### config.mk
export PLATFORM = sky130hd
export DESIGN_NAME = lsd_display_ctrl
export DESIGN_NICKNAME = d
export VERILOG_FILES = /design/src/hdl/lsd_pkg.sv /design/src/hdl/lsd_tick_div.sv /design/src/hdl/lsd_seg_mem.sv /design/src/hdl/lsd_display_ctrl.sv
export SDC_FILE = /design/constraint.sdc
export NUM_CORES = 2
export LEC_CHECK = 0
export BUFFER_PORTS_ARGS = -buffer_cell sky130_fd_sc_hd__buf_2
export CORE_AREA = 2 2 208 414
export DETAILED_ROUTE_END_ITERATION = 16
export DIE_AREA = 0 0 210 416
export HOLD_SLACK_MARGIN = 0.02
export PLACE_DENSITY = 0.62
export SETUP_SLACK_MARGIN = 0.1
export SLEW_MARGIN = 40
export SYNTH_ARGS = -nofsm -noshare
export SYNTH_HDL_FRONTEND = slang
export SYNTH_SLANG_ARGS = --single-unit
### constraint.sdc
create_clock -name sys_clk -period 7.2 [get_ports sys_clk]
set_input_delay 1.08 -clock sys_clk [delete_from_list [all_inputs] [get_ports sys_clk]]
set_output_delay 1.08 -clock sys_clk [all_outputs]
set_load 0.01 [all_outputs]
### src/hdl/lsd_pkg.sv
// constants, types and functions shared by the segment display controller
//
// Behaviour
// - display clock is 2048 Hz or 128 Hz
// - frame divider and clock select set waveform rate
// - sixteen divider settings, fewer at 128 Hz
// - active common steps at waveform rate
// - polarity inverts at twice waveform rate
// - blink enable in fixed or rate mode alternates shown and blanked screen, unless scrolling
// - software blink shows or blanks per mode field
// - automatic blink uses one of five rates
// - four screens, selected screen shown when unfrozen and not scrolling
// - auto scroll steps screens at twice blink rate
// - auto scroll works in every power mode
// - four banks of fifteen segment bytes
// - low nibble even segment, high nibble odd
// - byte n drives segments 2n and 2n+1 up to 28, segment 26 unused
// - segment memory kept during deep sleep
// - pointer write selects byte and starts access
// - freeze bit holds shown image during updates
// - pointer write with top bit stores data
// - pointer write with top bit clear loads data
// - pointer holds direction, screen and byte fields
// - clear bit and reset zero segment memory
`default_nettype none
package lsd_pkg;
   // ==========================================
   // register offsets
   localparam logic [7:0] LSD_ADDR_CONFIG = 8'h95;
   localparam logic [7:0] LSD_ADDR_CLOCK = 8'h96;
   localparam logic [7:0] LSD_ADDR_POINTER = 8'hAC;
   localparam logic [7:0] LSD_ADDR_DATA = 8'hAE;
   localparam logic [7:0] LSD_ADDR_SCREEN = 8'hB1;
   // ==========================================
   // field positions and reset values
   localparam int LSD_CFG_ENABLE_BIT = 7;
   localparam int LSD_CFG_CLEAR_BIT = 6;
   localparam int LSD_CFG_BLINK_BIT = 5;
   localparam int LSD_CFG_SLEEP_OFF_BIT = 4;
   localparam int LSD_CFG_DISPLAY_CLOCK_SELECT_BIT = 3;
   localparam int LSD_PTR_DIR_BIT = 7;
   localparam int LSD_PTR_RSVD_BIT = 6;
   localparam int LSD_SCR_AUTO_BIT = 7;
   localparam int LSD_SCR_FREEZE_BIT = 0;
   localparam logic [7:0] LSD_SCR_MASK = 8'h8D;
   localparam logic [7:0] LSD_REG_RESET = 8'h00;
   // ==========================================
   // memory geometry
   localparam int LSD_BANK_BYTES = 15;
   localparam logic [3:0] LSD_LAST_BYTE = 4'hE;
   localparam int LSD_MEM_WORDS = 60;
   localparam int LSD_SEG_PINS = 29;
   localparam int LSD_UNUSED_SEG = 26;
   // ==========================================
   // blink modes and access states
   typedef enum logic [1:0] {
      LSD_BLK_OFF = 2'b00,
      LSD_BLK_ON = 2'b01,
      LSD_BLK_FIXED = 2'b10,
      LSD_BLK_RATE = 2'b11
   } lsd_blink_mode_t;
   typedef enum logic [2:0] {
      LSD_ACC_IDLE = 3'b001,
      LSD_ACC_WAIT = 3'b010,
      LSD_ACC_LOAD = 3'b100
   } lsd_acc_state_t;
   // half blink periods in 128 Hz ticks: four rate codes, then the fixed rate
   localparam logic [8:0] LSD_BLINK_HALF [5] = '{9'h100, 9'h080, 9'h040, 9'h020, 9'h010};
   // half waveform periods in ticks of the selected display clock
   localparam logic [7:0] LSD_HALF_2048_FD0 = 8'h10;
   localparam logic [7:0] LSD_HALF_2048_FD15 = 8'h08;
   localparam logic [7:0] LSD_HALF_128_FD0 = 8'h01;
   localparam logic [7:0] LSD_HALF_128_FD1 = 8'h02;
   localparam logic [7:0] LSD_HALF_128_FD2 = 8'h03;
   localparam logic [7:0] LSD_HALF_128_FD15 = 8'h01;
   localparam logic [7:0] LSD_HALF_128_OTHER = 8'h04;

   function automatic logic [7:0] lsd_wave_half(input logic slow, input logic [3:0] fd);
      logic [7:0] h;
      h = 8'h01;
      if (!slow) begin
         case (fd)
            4'h0: h = LSD_HALF_2048_FD0;
            4'hF: h = LSD_HALF_2048_FD15;
            default: h = {1'b0, fd + 4'h1, 3'b000};
         endcase
      end else begin
         case (fd)
            4'h0: h = LSD_HALF_128_FD0;
            4'h1: h = LSD_HALF_128_FD1;
            4'h2: h = LSD_HALF_128_FD2;
            4'hF: h = LSD_HALF_128_FD15;
            default: h = LSD_HALF_128_OTHER;
         endcase
      end
      return h;
   endfunction: lsd_wave_half

   function automatic logic [5:0] lsd_word_addr(input logic [1:0] screen, input logic [3:0] byte_addr);
      logic [5:0] s;
      s = {4'h0, screen};
      return 6'(s * 6'd15 + {2'b00, byte_addr});
   endfunction: lsd_word_addr
endpackage: lsd_pkg
`default_nettype wire

### src/hdl/lsd_tick_div.sv
// programmable divider of a slow tick stream, one pulse per div ticks
`timescale 1ns/10ps
`default_nettype none
module lsd_tick_div #(
   parameter int W = 9
) (
   // clock and reset
   input wire logic sys_clk,
   input wire logic resetn,
   // tick stream and ratio
   input wire logic tick,
   input wire logic [W-1:0] div,
   // divided pulse
   output logic pulse
);
   logic [W-1:0] cnt;
   logic [W-1:0] next_cnt;
   logic next_pulse;

   always_comb begin
      next_cnt = cnt;
      next_pulse = 1'b0;
      if (tick) begin
         if (cnt >= div - 1'b1) begin
            next_cnt = '0;
            next_pulse = 1'b1;
         end else begin
            next_cnt = cnt + 1'b1;
         end
      end
   end

   always_ff @(posedge sys_clk) begin
      if (!resetn) begin
         cnt <= '0;
         pulse <= 1'b0;
      end else begin
         cnt <= next_cnt;
         pulse <= next_pulse;
      end
   end
endmodule: lsd_tick_div
`default_nettype wire

### src/hdl/lsd_seg_mem.sv
// segment memory, four screens of bytes, two registered read ports
`timescale 1ns/10ps
`default_nettype none
module lsd_seg_mem #(
   parameter int DEPTH = 60,
   parameter int AW = 6
) (
   // clock and reset
   input wire logic sys_clk,
   input wire logic resetn,
   // clear and write
   input wire logic clear,
   input wire logic we,
   input wire logic [AW-1:0] waddr,
   input wire logic [7:0] wdata,
   // firmware read port
   input wire logic [AW-1:0] ra_addr,
   output logic [7:0] ra_data,
   // scan read port
   input wire logic [AW-1:0] rb_addr,
   output logic [7:0] rb_data
);
   logic [DEPTH-1:0][7:0] mem;
   logic [DEPTH-1:0][7:0] next_mem;
   logic [7:0] next_ra;
   logic [7:0] next_rb;

   // contents untouched by power modes, only clear or reset zero them
   always_comb begin
      next_mem = mem;
      if (clear) begin
         next_mem = '0;
      end else if (we && int'(waddr) < DEPTH) begin
         next_mem[waddr] = wdata;
      end
      next_ra = (int'(ra_addr) < DEPTH) ? mem[ra_addr] : 8'h00;
      next_rb = (int'(rb_addr) < DEPTH) ? mem[rb_addr] : 8'h00;
   end

   always_ff @(posedge sys_clk) begin
      if (!resetn) begin
         mem <= '0;
         ra_data <= 8'h00;
         rb_data <= 8'h00;
      end else begin
         mem <= next_mem;
         ra_data <= next_ra;
         rb_data <= next_rb;
      end
   end
endmodule: lsd_seg_mem
`default_nettype wire

### src/hdl/lsd_display_ctrl.sv
// segment display controller: registers, timing, blink, scroll, drive
`timescale 1ns/10ps
`default_nettype none
module lsd_display_ctrl (
   // clock and reset
   input wire logic sys_clk,
   input wire logic resetn,
   // slow display time bases, one-cycle ticks
   input wire logic tick_2048,
   input wire logic tick_128,
   // power mode
   input wire logic deep_sleep_mode,
   // special function register port
   input wire logic [7:0] sfr_addr,
   input wire logic [7:0] sfr_wdata,
   input wire logic sfr_wr,
   input wire logic sfr_rd,
   output logic [7:0] sfr_rdata,
   // glass drive
   output logic [3:0] backplane_line,
   output logic drive_invert,
   output logic [lsd_pkg::LSD_SEG_PINS-1:0] segment_pin,
   output logic display_active
);
   import lsd_pkg::*;

   // ==========================================
   // registers
   logic [7:0] display_config, display_clock_ctrl, segment_mem_pointer, segment_mem_data, screen_config;
   logic [7:0] next_config, next_clock, next_pointer, next_data, next_screen, next_rdata;
   lsd_acc_state_t acc_state, next_acc_state;
   logic clear_req, mem_we, ptr_ok;
   logic [5:0] mem_waddr;
   logic [7:0] mem_rdata_a, mem_rdata_b;
   logic [1:0] blink_mode_field, blink_rate_field, target_screen_field;
   logic [3:0] frame_divider;

   assign blink_mode_field = display_clock_ctrl[7:6];
   assign blink_rate_field = display_clock_ctrl[5:4];
   assign frame_divider = display_clock_ctrl[3:0];
   assign target_screen_field = segment_mem_pointer[5:4];
   assign ptr_ok = segment_mem_pointer[3:0] <= LSD_LAST_BYTE;

   always_comb begin
      next_config = display_config;
      next_clock = display_clock_ctrl;
      next_pointer = segment_mem_pointer;
      next_data = segment_mem_data;
      next_screen = screen_config;
      next_acc_state = acc_state;
      clear_req = 1'b0;
      mem_we = 1'b0;
      mem_waddr = lsd_word_addr(sfr_wdata[5:4], sfr_wdata[3:0]);
      case (acc_state)
         LSD_ACC_WAIT: next_acc_state = LSD_ACC_LOAD;
         LSD_ACC_LOAD: begin
            next_acc_state = LSD_ACC_IDLE;
            next_data = ptr_ok ? mem_rdata_a : 8'h00;
         end
         default: next_acc_state = LSD_ACC_IDLE;
      endcase
      if (sfr_wr) begin
         case (sfr_addr)
            LSD_ADDR_CONFIG: begin
               next_config = sfr_wdata;
               next_config[LSD_CFG_CLEAR_BIT] = 1'b0;
               clear_req = sfr_wdata[LSD_CFG_CLEAR_BIT];
            end
            LSD_ADDR_CLOCK: next_clock = sfr_wdata;
            LSD_ADDR_POINTER: begin
               next_pointer = sfr_wdata;
               next_pointer[LSD_PTR_RSVD_BIT] = 1'b0;
               if (sfr_wdata[LSD_PTR_DIR_BIT]) begin
                  mem_we = sfr_wdata[3:0] <= LSD_LAST_BYTE;
               end else begin
                  next_acc_state = LSD_ACC_WAIT;
               end
            end
            LSD_ADDR_DATA: begin
               if (acc_state != LSD_ACC_LOAD) begin
                  next_data = sfr_wdata;
               end
            end
            LSD_ADDR_SCREEN: next_screen = sfr_wdata & LSD_SCR_MASK;
            default: ;
         endcase
      end
      next_rdata = sfr_rdata;
      if (sfr_rd) begin
         case (sfr_addr)
            LSD_ADDR_CONFIG: next_rdata = display_config;
            LSD_ADDR_CLOCK: next_rdata = display_clock_ctrl;
            LSD_ADDR_POINTER: next_rdata = segment_mem_pointer;
            LSD_ADDR_DATA: next_rdata = segment_mem_data;
            LSD_ADDR_SCREEN: next_rdata = screen_config;
            default: next_rdata = 8'h00;
         endcase
      end
   end

   always_ff @(posedge sys_clk) begin
      if (!resetn) begin
         display_config <= LSD_REG_RESET;
         display_clock_ctrl <= LSD_REG_RESET;
         segment_mem_pointer <= LSD_REG_RESET;
         segment_mem_data <= LSD_REG_RESET;
         screen_config <= LSD_REG_RESET;
         acc_state <= LSD_ACC_IDLE;
         sfr_rdata <= 8'h00;
      end else begin
         display_config <= next_config;
         display_clock_ctrl <= next_clock;
         segment_mem_pointer <= next_pointer;
         segment_mem_data <= next_data;
         screen_config <= next_screen;
         acc_state <= next_acc_state;
         sfr_rdata <= next_rdata;
      end
   end

   // ==========================================
   // segment memory and scan
   logic [3:0] scan_idx, scan_prev, next_scan_idx;
   logic [1:0] disp_screen, next_disp_screen;
   logic [LSD_BANK_BYTES-1:0][7:0] disp_latch, next_latch;
   logic freeze;

   assign freeze = screen_config[LSD_SCR_FREEZE_BIT];

   lsd_seg_mem #(.DEPTH(LSD_MEM_WORDS), .AW(6)) u_mem (
      .sys_clk(sys_clk),
      .resetn(resetn),
      .clear(clear_req),
      .we(mem_we),
      .waddr(mem_waddr),
      .wdata(segment_mem_data),
      .ra_addr(lsd_word_addr(target_screen_field, segment_mem_pointer[3:0])),
      .ra_data(mem_rdata_a),
      .rb_addr(lsd_word_addr(disp_screen, scan_idx)),
      .rb_data(mem_rdata_b)
   );

   always_comb begin
      next_scan_idx = (scan_idx >= LSD_LAST_BYTE) ? 4'h0 : scan_idx + 4'h1;
      next_latch = disp_latch;
      if (!freeze) begin
         next_latch[scan_prev] = mem_rdata_b;
      end
   end

   always_ff @(posedge sys_clk) begin
      if (!resetn) begin
         scan_idx <= 4'h0;
         scan_prev <= 4'h0;
         disp_latch <= '0;
      end else begin
         scan_idx <= next_scan_idx;
         scan_prev <= scan_idx;
         disp_latch <= next_latch;
      end
   end

   // ==========================================
   // waveform timing
   logic tick_src, half_pulse, invert, next_invert;
   logic [1:0] com_idx, next_com_idx, mux_level;

   assign tick_src = display_config[LSD_CFG_DISPLAY_CLOCK_SELECT_BIT] ? tick_128 : tick_2048;
   assign mux_level = display_config[1:0];

   lsd_tick_div #(.W(8)) u_wave (
      .sys_clk(sys_clk),
      .resetn(resetn),
      .tick(tick_src),
      .div(lsd_wave_half(display_config[LSD_CFG_DISPLAY_CLOCK_SELECT_BIT], frame_divider)),
      .pulse(half_pulse)
   );

   always_comb begin
      next_invert = invert;
      next_com_idx = com_idx;
      if (half_pulse) begin
         next_invert = ~invert;
         if (invert) begin
            next_com_idx = (com_idx >= mux_level) ? 2'b00 : com_idx + 2'b01;
         end
      end
   end

   always_ff @(posedge sys_clk) begin
      if (!resetn) begin
         invert <= 1'b0;
         com_idx <= 2'b00;
      end else begin
         invert <= next_invert;
         com_idx <= next_com_idx;
      end
   end

   // ==========================================
   // blink and scroll
   logic blink_pulse, blink_phase, next_blink_phase, scroll_on, show, next_show, blink_en;
   logic [1:0] scroll_screen, next_scroll_screen;

   assign blink_en = display_config[LSD_CFG_BLINK_BIT];
   assign scroll_on = screen_config[LSD_SCR_AUTO_BIT] && blink_en && blink_mode_field == LSD_BLK_RATE;

   lsd_tick_div #(.W(9)) u_blink (
      .sys_clk(sys_clk),
      .resetn(resetn),
      .tick(tick_128),
      .div(blink_mode_field == LSD_BLK_RATE ? LSD_BLINK_HALF[blink_rate_field] : LSD_BLINK_HALF[4]),
      .pulse(blink_pulse)
   );

   // scroll ignores deep_sleep_mode so it keeps running in every power mode
   always_comb begin
      next_blink_phase = blink_pulse ? ~blink_phase : blink_phase;
      next_scroll_screen = scroll_screen;
      if (scroll_on && blink_pulse) begin
         next_scroll_screen = scroll_screen + 2'b01;
      end
      next_disp_screen = disp_screen;
      if (!freeze) begin
         next_disp_screen = scroll_on ? scroll_screen : screen_config[3:2];
      end
      next_show = display_config[LSD_CFG_ENABLE_BIT] && !(deep_sleep_mode && display_config[LSD_CFG_SLEEP_OFF_BIT]);
      if (blink_en && !scroll_on) begin
         case (blink_mode_field)
            LSD_BLK_OFF: next_show = 1'b0;
            LSD_BLK_ON: next_show = next_show;
            default: next_show = next_show && blink_phase;
         endcase
      end
   end

   always_ff @(posedge sys_clk) begin
      if (!resetn) begin
         blink_phase <= 1'b1;
         scroll_screen <= 2'b00;
         disp_screen <= 2'b00;
         show <= 1'b0;
      end else begin
         blink_phase <= next_blink_phase;
         scroll_screen <= next_scroll_screen;
         disp_screen <= next_disp_screen;
         show <= next_show;
      end
   end

   // ==========================================
   // glass drive outputs
   logic [LSD_SEG_PINS-1:0] next_seg;
   logic [3:0] next_bp;

   always_comb begin
      next_bp = show ? (4'h1 << com_idx) : 4'h0;
      for (int k = 0; k < LSD_SEG_PINS; k++) begin
         next_seg[k] = invert ^ (show && disp_latch[k / 2][(k % 2) * 4 + int'(com_idx)]);
      end
      next_seg[LSD_UNUSED_SEG] = invert;
   end

   always_ff @(posedge sys_clk) begin
      if (!resetn) begin
         segment_pin <= '0;
         backplane_line <= 4'h0;
         drive_invert <= 1'b0;
         display_active <= 1'b0;
      end else begin
         segment_pin <= next_seg;
         backplane_line <= next_bp;
         drive_invert <= invert;
         display_active <= show;
      end
   end

   // ==========================================
   // assertions
   property p_ptr_write;
      @(posedge sys_clk) disable iff (!resetn)
      (sfr_wr && sfr_addr == LSD_ADDR_POINTER && sfr_wdata[LSD_PTR_DIR_BIT] && sfr_wdata[3:0] <= LSD_LAST_BYTE)
      |-> mem_we && mem_waddr == 6'(int'(sfr_wdata[5:4]) * LSD_BANK_BYTES + int'(sfr_wdata[3:0]));
   endproperty
   a_ptr_write: assert property (p_ptr_write) else $error("pointer write did not store data");
   property p_ptr_read;
      @(posedge sys_clk) disable iff (!resetn)
      (sfr_wr && sfr_addr == LSD_ADDR_POINTER && !sfr_wdata[LSD_PTR_DIR_BIT]) |=> ##1 acc_state == LSD_ACC_LOAD;
   endproperty
   a_ptr_read: assert property (p_ptr_read) else $error("pointer read did not reach load");
   property p_read_load;
      @(posedge sys_clk) disable iff (!resetn)
      (acc_state == LSD_ACC_LOAD && ptr_ok) |=> segment_mem_data == $past(mem_rdata_a);
   endproperty
   a_read_load: assert property (p_read_load) else $error("data register not loaded from memory");
   property p_clear;
      @(posedge sys_clk) disable iff (!resetn)
      (clear_req ##1 !mem_we) |=> mem_rdata_b == 8'h00;
   endproperty
   a_clear: assert property (p_clear) else $error("memory not cleared");
   property p_freeze;
      @(posedge sys_clk) disable iff (!resetn)
      freeze |=> $stable(disp_latch) && $stable(disp_screen);
   endproperty
   a_freeze: assert property (p_freeze) else $error("image changed while frozen");
   property p_invert;
      @(posedge sys_clk) disable iff (!resetn)
      half_pulse |=> invert != $past(invert) ##1 drive_invert == $past(invert);
   endproperty
   a_invert: assert property (p_invert) else $error("polarity did not invert");
   property p_com_step;
      @(posedge sys_clk) disable iff (!resetn)
      (half_pulse && invert && com_idx >= mux_level) |=> com_idx == 2'b00;
   endproperty
   a_com_step: assert property (p_com_step) else $error("common did not wrap");
   property p_soft_blank;
      @(posedge sys_clk) disable iff (!resetn)
      (blink_en && !scroll_on && blink_mode_field == LSD_BLK_OFF) |=> !show ##1 !display_active;
   endproperty
   a_soft_blank: assert property (p_soft_blank) else $error("display not blanked");
   property p_scroll;
      @(posedge sys_clk) disable iff (!resetn)
      (scroll_on && blink_pulse) |=> scroll_screen == $past(scroll_screen) + 2'b01;
   endproperty
   a_scroll: assert property (p_scroll) else $error("scroll did not advance");
   property p_unused_seg;
      @(posedge sys_clk) disable iff (!resetn)
      1'b1 |=> segment_pin[LSD_UNUSED_SEG] == drive_invert;
   endproperty
   a_unused_seg: assert property (p_unused_seg) else $error("unused segment driven");
   c_write: cover property (@(posedge sys_clk) disable iff (!resetn) mem_we);
   c_read: cover property (@(posedge sys_clk) disable iff (!resetn) acc_state == LSD_ACC_LOAD);
   c_scroll: cover property (@(posedge sys_clk) disable iff (!resetn) scroll_on && blink_pulse);
   c_freeze: cover property (@(posedge sys_clk) disable iff (!resetn) freeze && show);
endmodule: lsd_display_ctrl
`default_nettype wire

==> metrics <==
CTS resizes=0; Reg2Reg Setup Slack=2.35 ns; first-pass GRT wire length=approximately 190 mm; post-route ant nets=0; hold depth=2; share of cells above drive strength 1=0.139; RR Startpoint=disp_screen[0]$_SDFFE_PN0N_; vias=approximately 30000; # fillers=approximately 8000; Max Used Layer=met5; final hold viol count=0; GP Congestion=between 1 and 1.5; sequential element share of the synthesized area=0.385; leading cell type in the layout, fill and taps excluded=nand2_1; WS Path Type=reg -> reg; Final HPWL DP=86.3 mm; TritonRoute pass-1 iters=5; number of synthesized flops with an enable pin=0; initial antenna violation count=4; Syn-to-layout area delta=8.99%; chip height=416 um; Die W=between 200 and 250 um; IO Pins=66; RSZ-0062 raised after global routing=false; Initial Util=0.445; largest net degree at the start of global routing=about 150; GRT Total Usage=0.292; fin. max-slew vios=0; synth unique cells=79; max_slew headroom=0.378; CTS tree=built; HP Start=disp_latch[31]$_SDFFE_PN0P_; Critical Path AT=about 5.3 ns; syn_area_per_cell=approximately 9.3 um^2; CP max-delay cell=fa_2; most frequent cells in the layout=nand2_1, dfxtp_1, a21oi_1; post-route cell area=between 40000 and 50000 um^2; VDD IR max=0.153 mV; vias in the first global route=30100; Max Cap Viol=0; Post-Syn Area=37600 um^2; number of DRC markers in iteration 0=roughly 2600; final setup violation count=0; clk_lat worst skew=between 0.6 and 0.7 ns; Yosys warning count=0; Post-CTS Hold Fix Bufs=0; Layout Nets=4012; CP Capture Type=flop; Max Buffers Root-to-Sink=3; final worst slack=2.35 ns; CP Cell Sequence=fa_1 > ha_4 > fa_2 > buf_4 > nor2b_1 > buf_4 > a22oi_1 > nand3_1 > o211ai_1 > nand3_1 > o31ai_1; dpl cells=between 4000 and 5000; Post-Route WL=around 130 mm; clock skew=0.0191 ns; Syn Nets=4115; Max Fclk=206 MHz; post-CTS setup buffer count=0; Syn Inst Count=4041; pre-CTS setup slack=approximately 2.2 ns; CP required=7.67 ns; HP Class=reg -> reg; CORE AREA=between 80000 and 90000 um^2; worst setup path start=disp_screen[0]$_SDFFE_PN0N_; H-Tree Depth=3; final period utilization=0.674; Pwr Density=209 nW/um^2; drt via density=around 6; final core occ=0.485; Min Clock Period, post-route=between 4 and 5 ns; number of diodes=0; metal3 WL=between 7 and 8 mm; clock-pin slew on the worst setup and hold paths=roughly 0.070 ns; DP Area=about 39000 um^2; worst-path fanout max=45; FFs w/ async S/R, synth=0; non-filler cells, final=approximately 5000; setup TNS=0 ns; Routed met2 length=64.1 mm; Rows=~150; Clock Tree Root=clkbuf_16; die area=between 80000 and 90000 um^2; Worst Reg2Reg Path Length in Cells=11; LEAKAGE=approximately 15 nW; Startpoint Class=flop; Slew @ Worst Pin=0.933 ns; grt ovf=0; status=complete, no violations; Synth Flop Type=dfxtp_1; M1 WL=44.1 mm; wire per inst=~25 um; total CTS buffers=67; PortBufs=65; drt drc=0; clk sink count=roughly 720; FF+latch count, synth=just over 700; Critical Path Max Stage Delay=0.82 ns
==> through the flow <==
stage                     hold slack [ns]  total power (W)
after CTS                           0.465          0.00860
final                               0.462          0.00856
after floorplan                     0.437          0.00462
after detailed placement            0.456          0.00483
after global placement              0.445          0.00483
after global routing                0.483          0.00878
==> registers in the layout, summed over array words and instances (netlist names), 3 cells and up <==
register	count
scan_prev	4
screen_config	4
u_blink.cnt	9
backplane_line	4
acc_state	3
scan_idx	4
segment_pin	29
u_mem.rb_data	8
segment_mem_pointer	7
disp_latch	112
sfr_rdata	8
u_mem.ra_data	8
display_config	7
segment_mem_data	8
u_wave.cnt	8
display_clock_ctrl	8
u_mem.mem	480
==> kinds of logic (layout without fill, tap and decap cells) <==
kind of cell / count (synthesis) / in the layout / synth area share
adders and majority gates: 51 / 51 / 0.0194
AOI/OAI and AO/OA: 741 / 741 / 0.119
muxes: 608 / 608 / 0.224
DFF: 723 / 723 / 0.385
other: 1 / 1 / 0.0000998
xor gates and xnor gates: 64 / 64 / 0.0153
buffers and inverters: 326 / 273 / 0.0412
and+or+nand+nor: 1527 / 1527 / 0.196
==> worst max-delay path: cells and delay by family, from the launching register on <==
kind	cells	cell delay, ns
adders and majority gates	3	1.54
and+or+nand+nor	3	1.11
buffers and inverters	2	1.03
DFF	1	0.56
AOI/OAI and AO/OA	3	0.43
==> synthesized netlist by cell type (all sizes together) (12+ instances only) <==
library cell | count | area (um^2)
mux4 | 184 | 4170
fa | 12 | 240
and3 | 13 | 81.3
clkbuf | 167 | 628
dfxtp | 723 | 14500
nor3 | 63 | 837
nor2b | 108 | 676
mux2i | 412 | 4120
a211oi | 13 | 97.6
and2 | 59 | 369
nand3 | 159 | 1020
nor2 | 197 | 752
a21boi | 69 | 518
ha | 39 | 488
a31oi | 17 | 106
xor2 | 20 | 183
o211ai | 15 | 113
a21oi | 425 | 2140
o21ai | 53 | 265
xnor2 | 44 | 393
a22oi | 50 | 375
nand2 | 889 | 3340
inv | 17 | 63.8
mux2 | 12 | 135
buf | 142 | 856
a21o | 13 | 97.6
==> area by class of cell <==
cell class,instances,area (um^2),share of cell area
multi-input cells,2992,21800,0.531
flip-flops and latches,723,14500,0.354
clock buffers,89,1900,0.0464
well taps,1071,1340,0.0327
repair buffers,137,1040,0.0253
clock inverters,30,373,0.00910
inverters,17,63.8,0.00156
==> worst paths after layout <==
| check | endpoint |
|---|---|
| max reg2reg | u_mem.rb_data[3]$_SDFF_PN0_ |
| min | disp_latch[31]$_SDFFE_PN0P_ |
| max | u_mem.rb_data[3]$_SDFF_PN0_ |
| min reg2reg | disp_latch[31]$_SDFFE_PN0P_ |
==> per-layer routing <==
metal  vias up  GRT usage
met2      1196      0.507
met4         2      0.248
met5         -          0
li1      14000          -
met1     14800      0.303
met3       457     0.0530
==> power by group <==
part           total [W]  leakage [nW]  switching [W]  internal, W
clock            0.00381          1.10        0.00168      0.00212
combinational   0.000727          7.58       0.000539     0.000189
sequential       0.00402          5.83      0.0000191      0.00401
total            0.00856          14.5        0.00224      0.00632
Power figures use the tool's default switching activity.
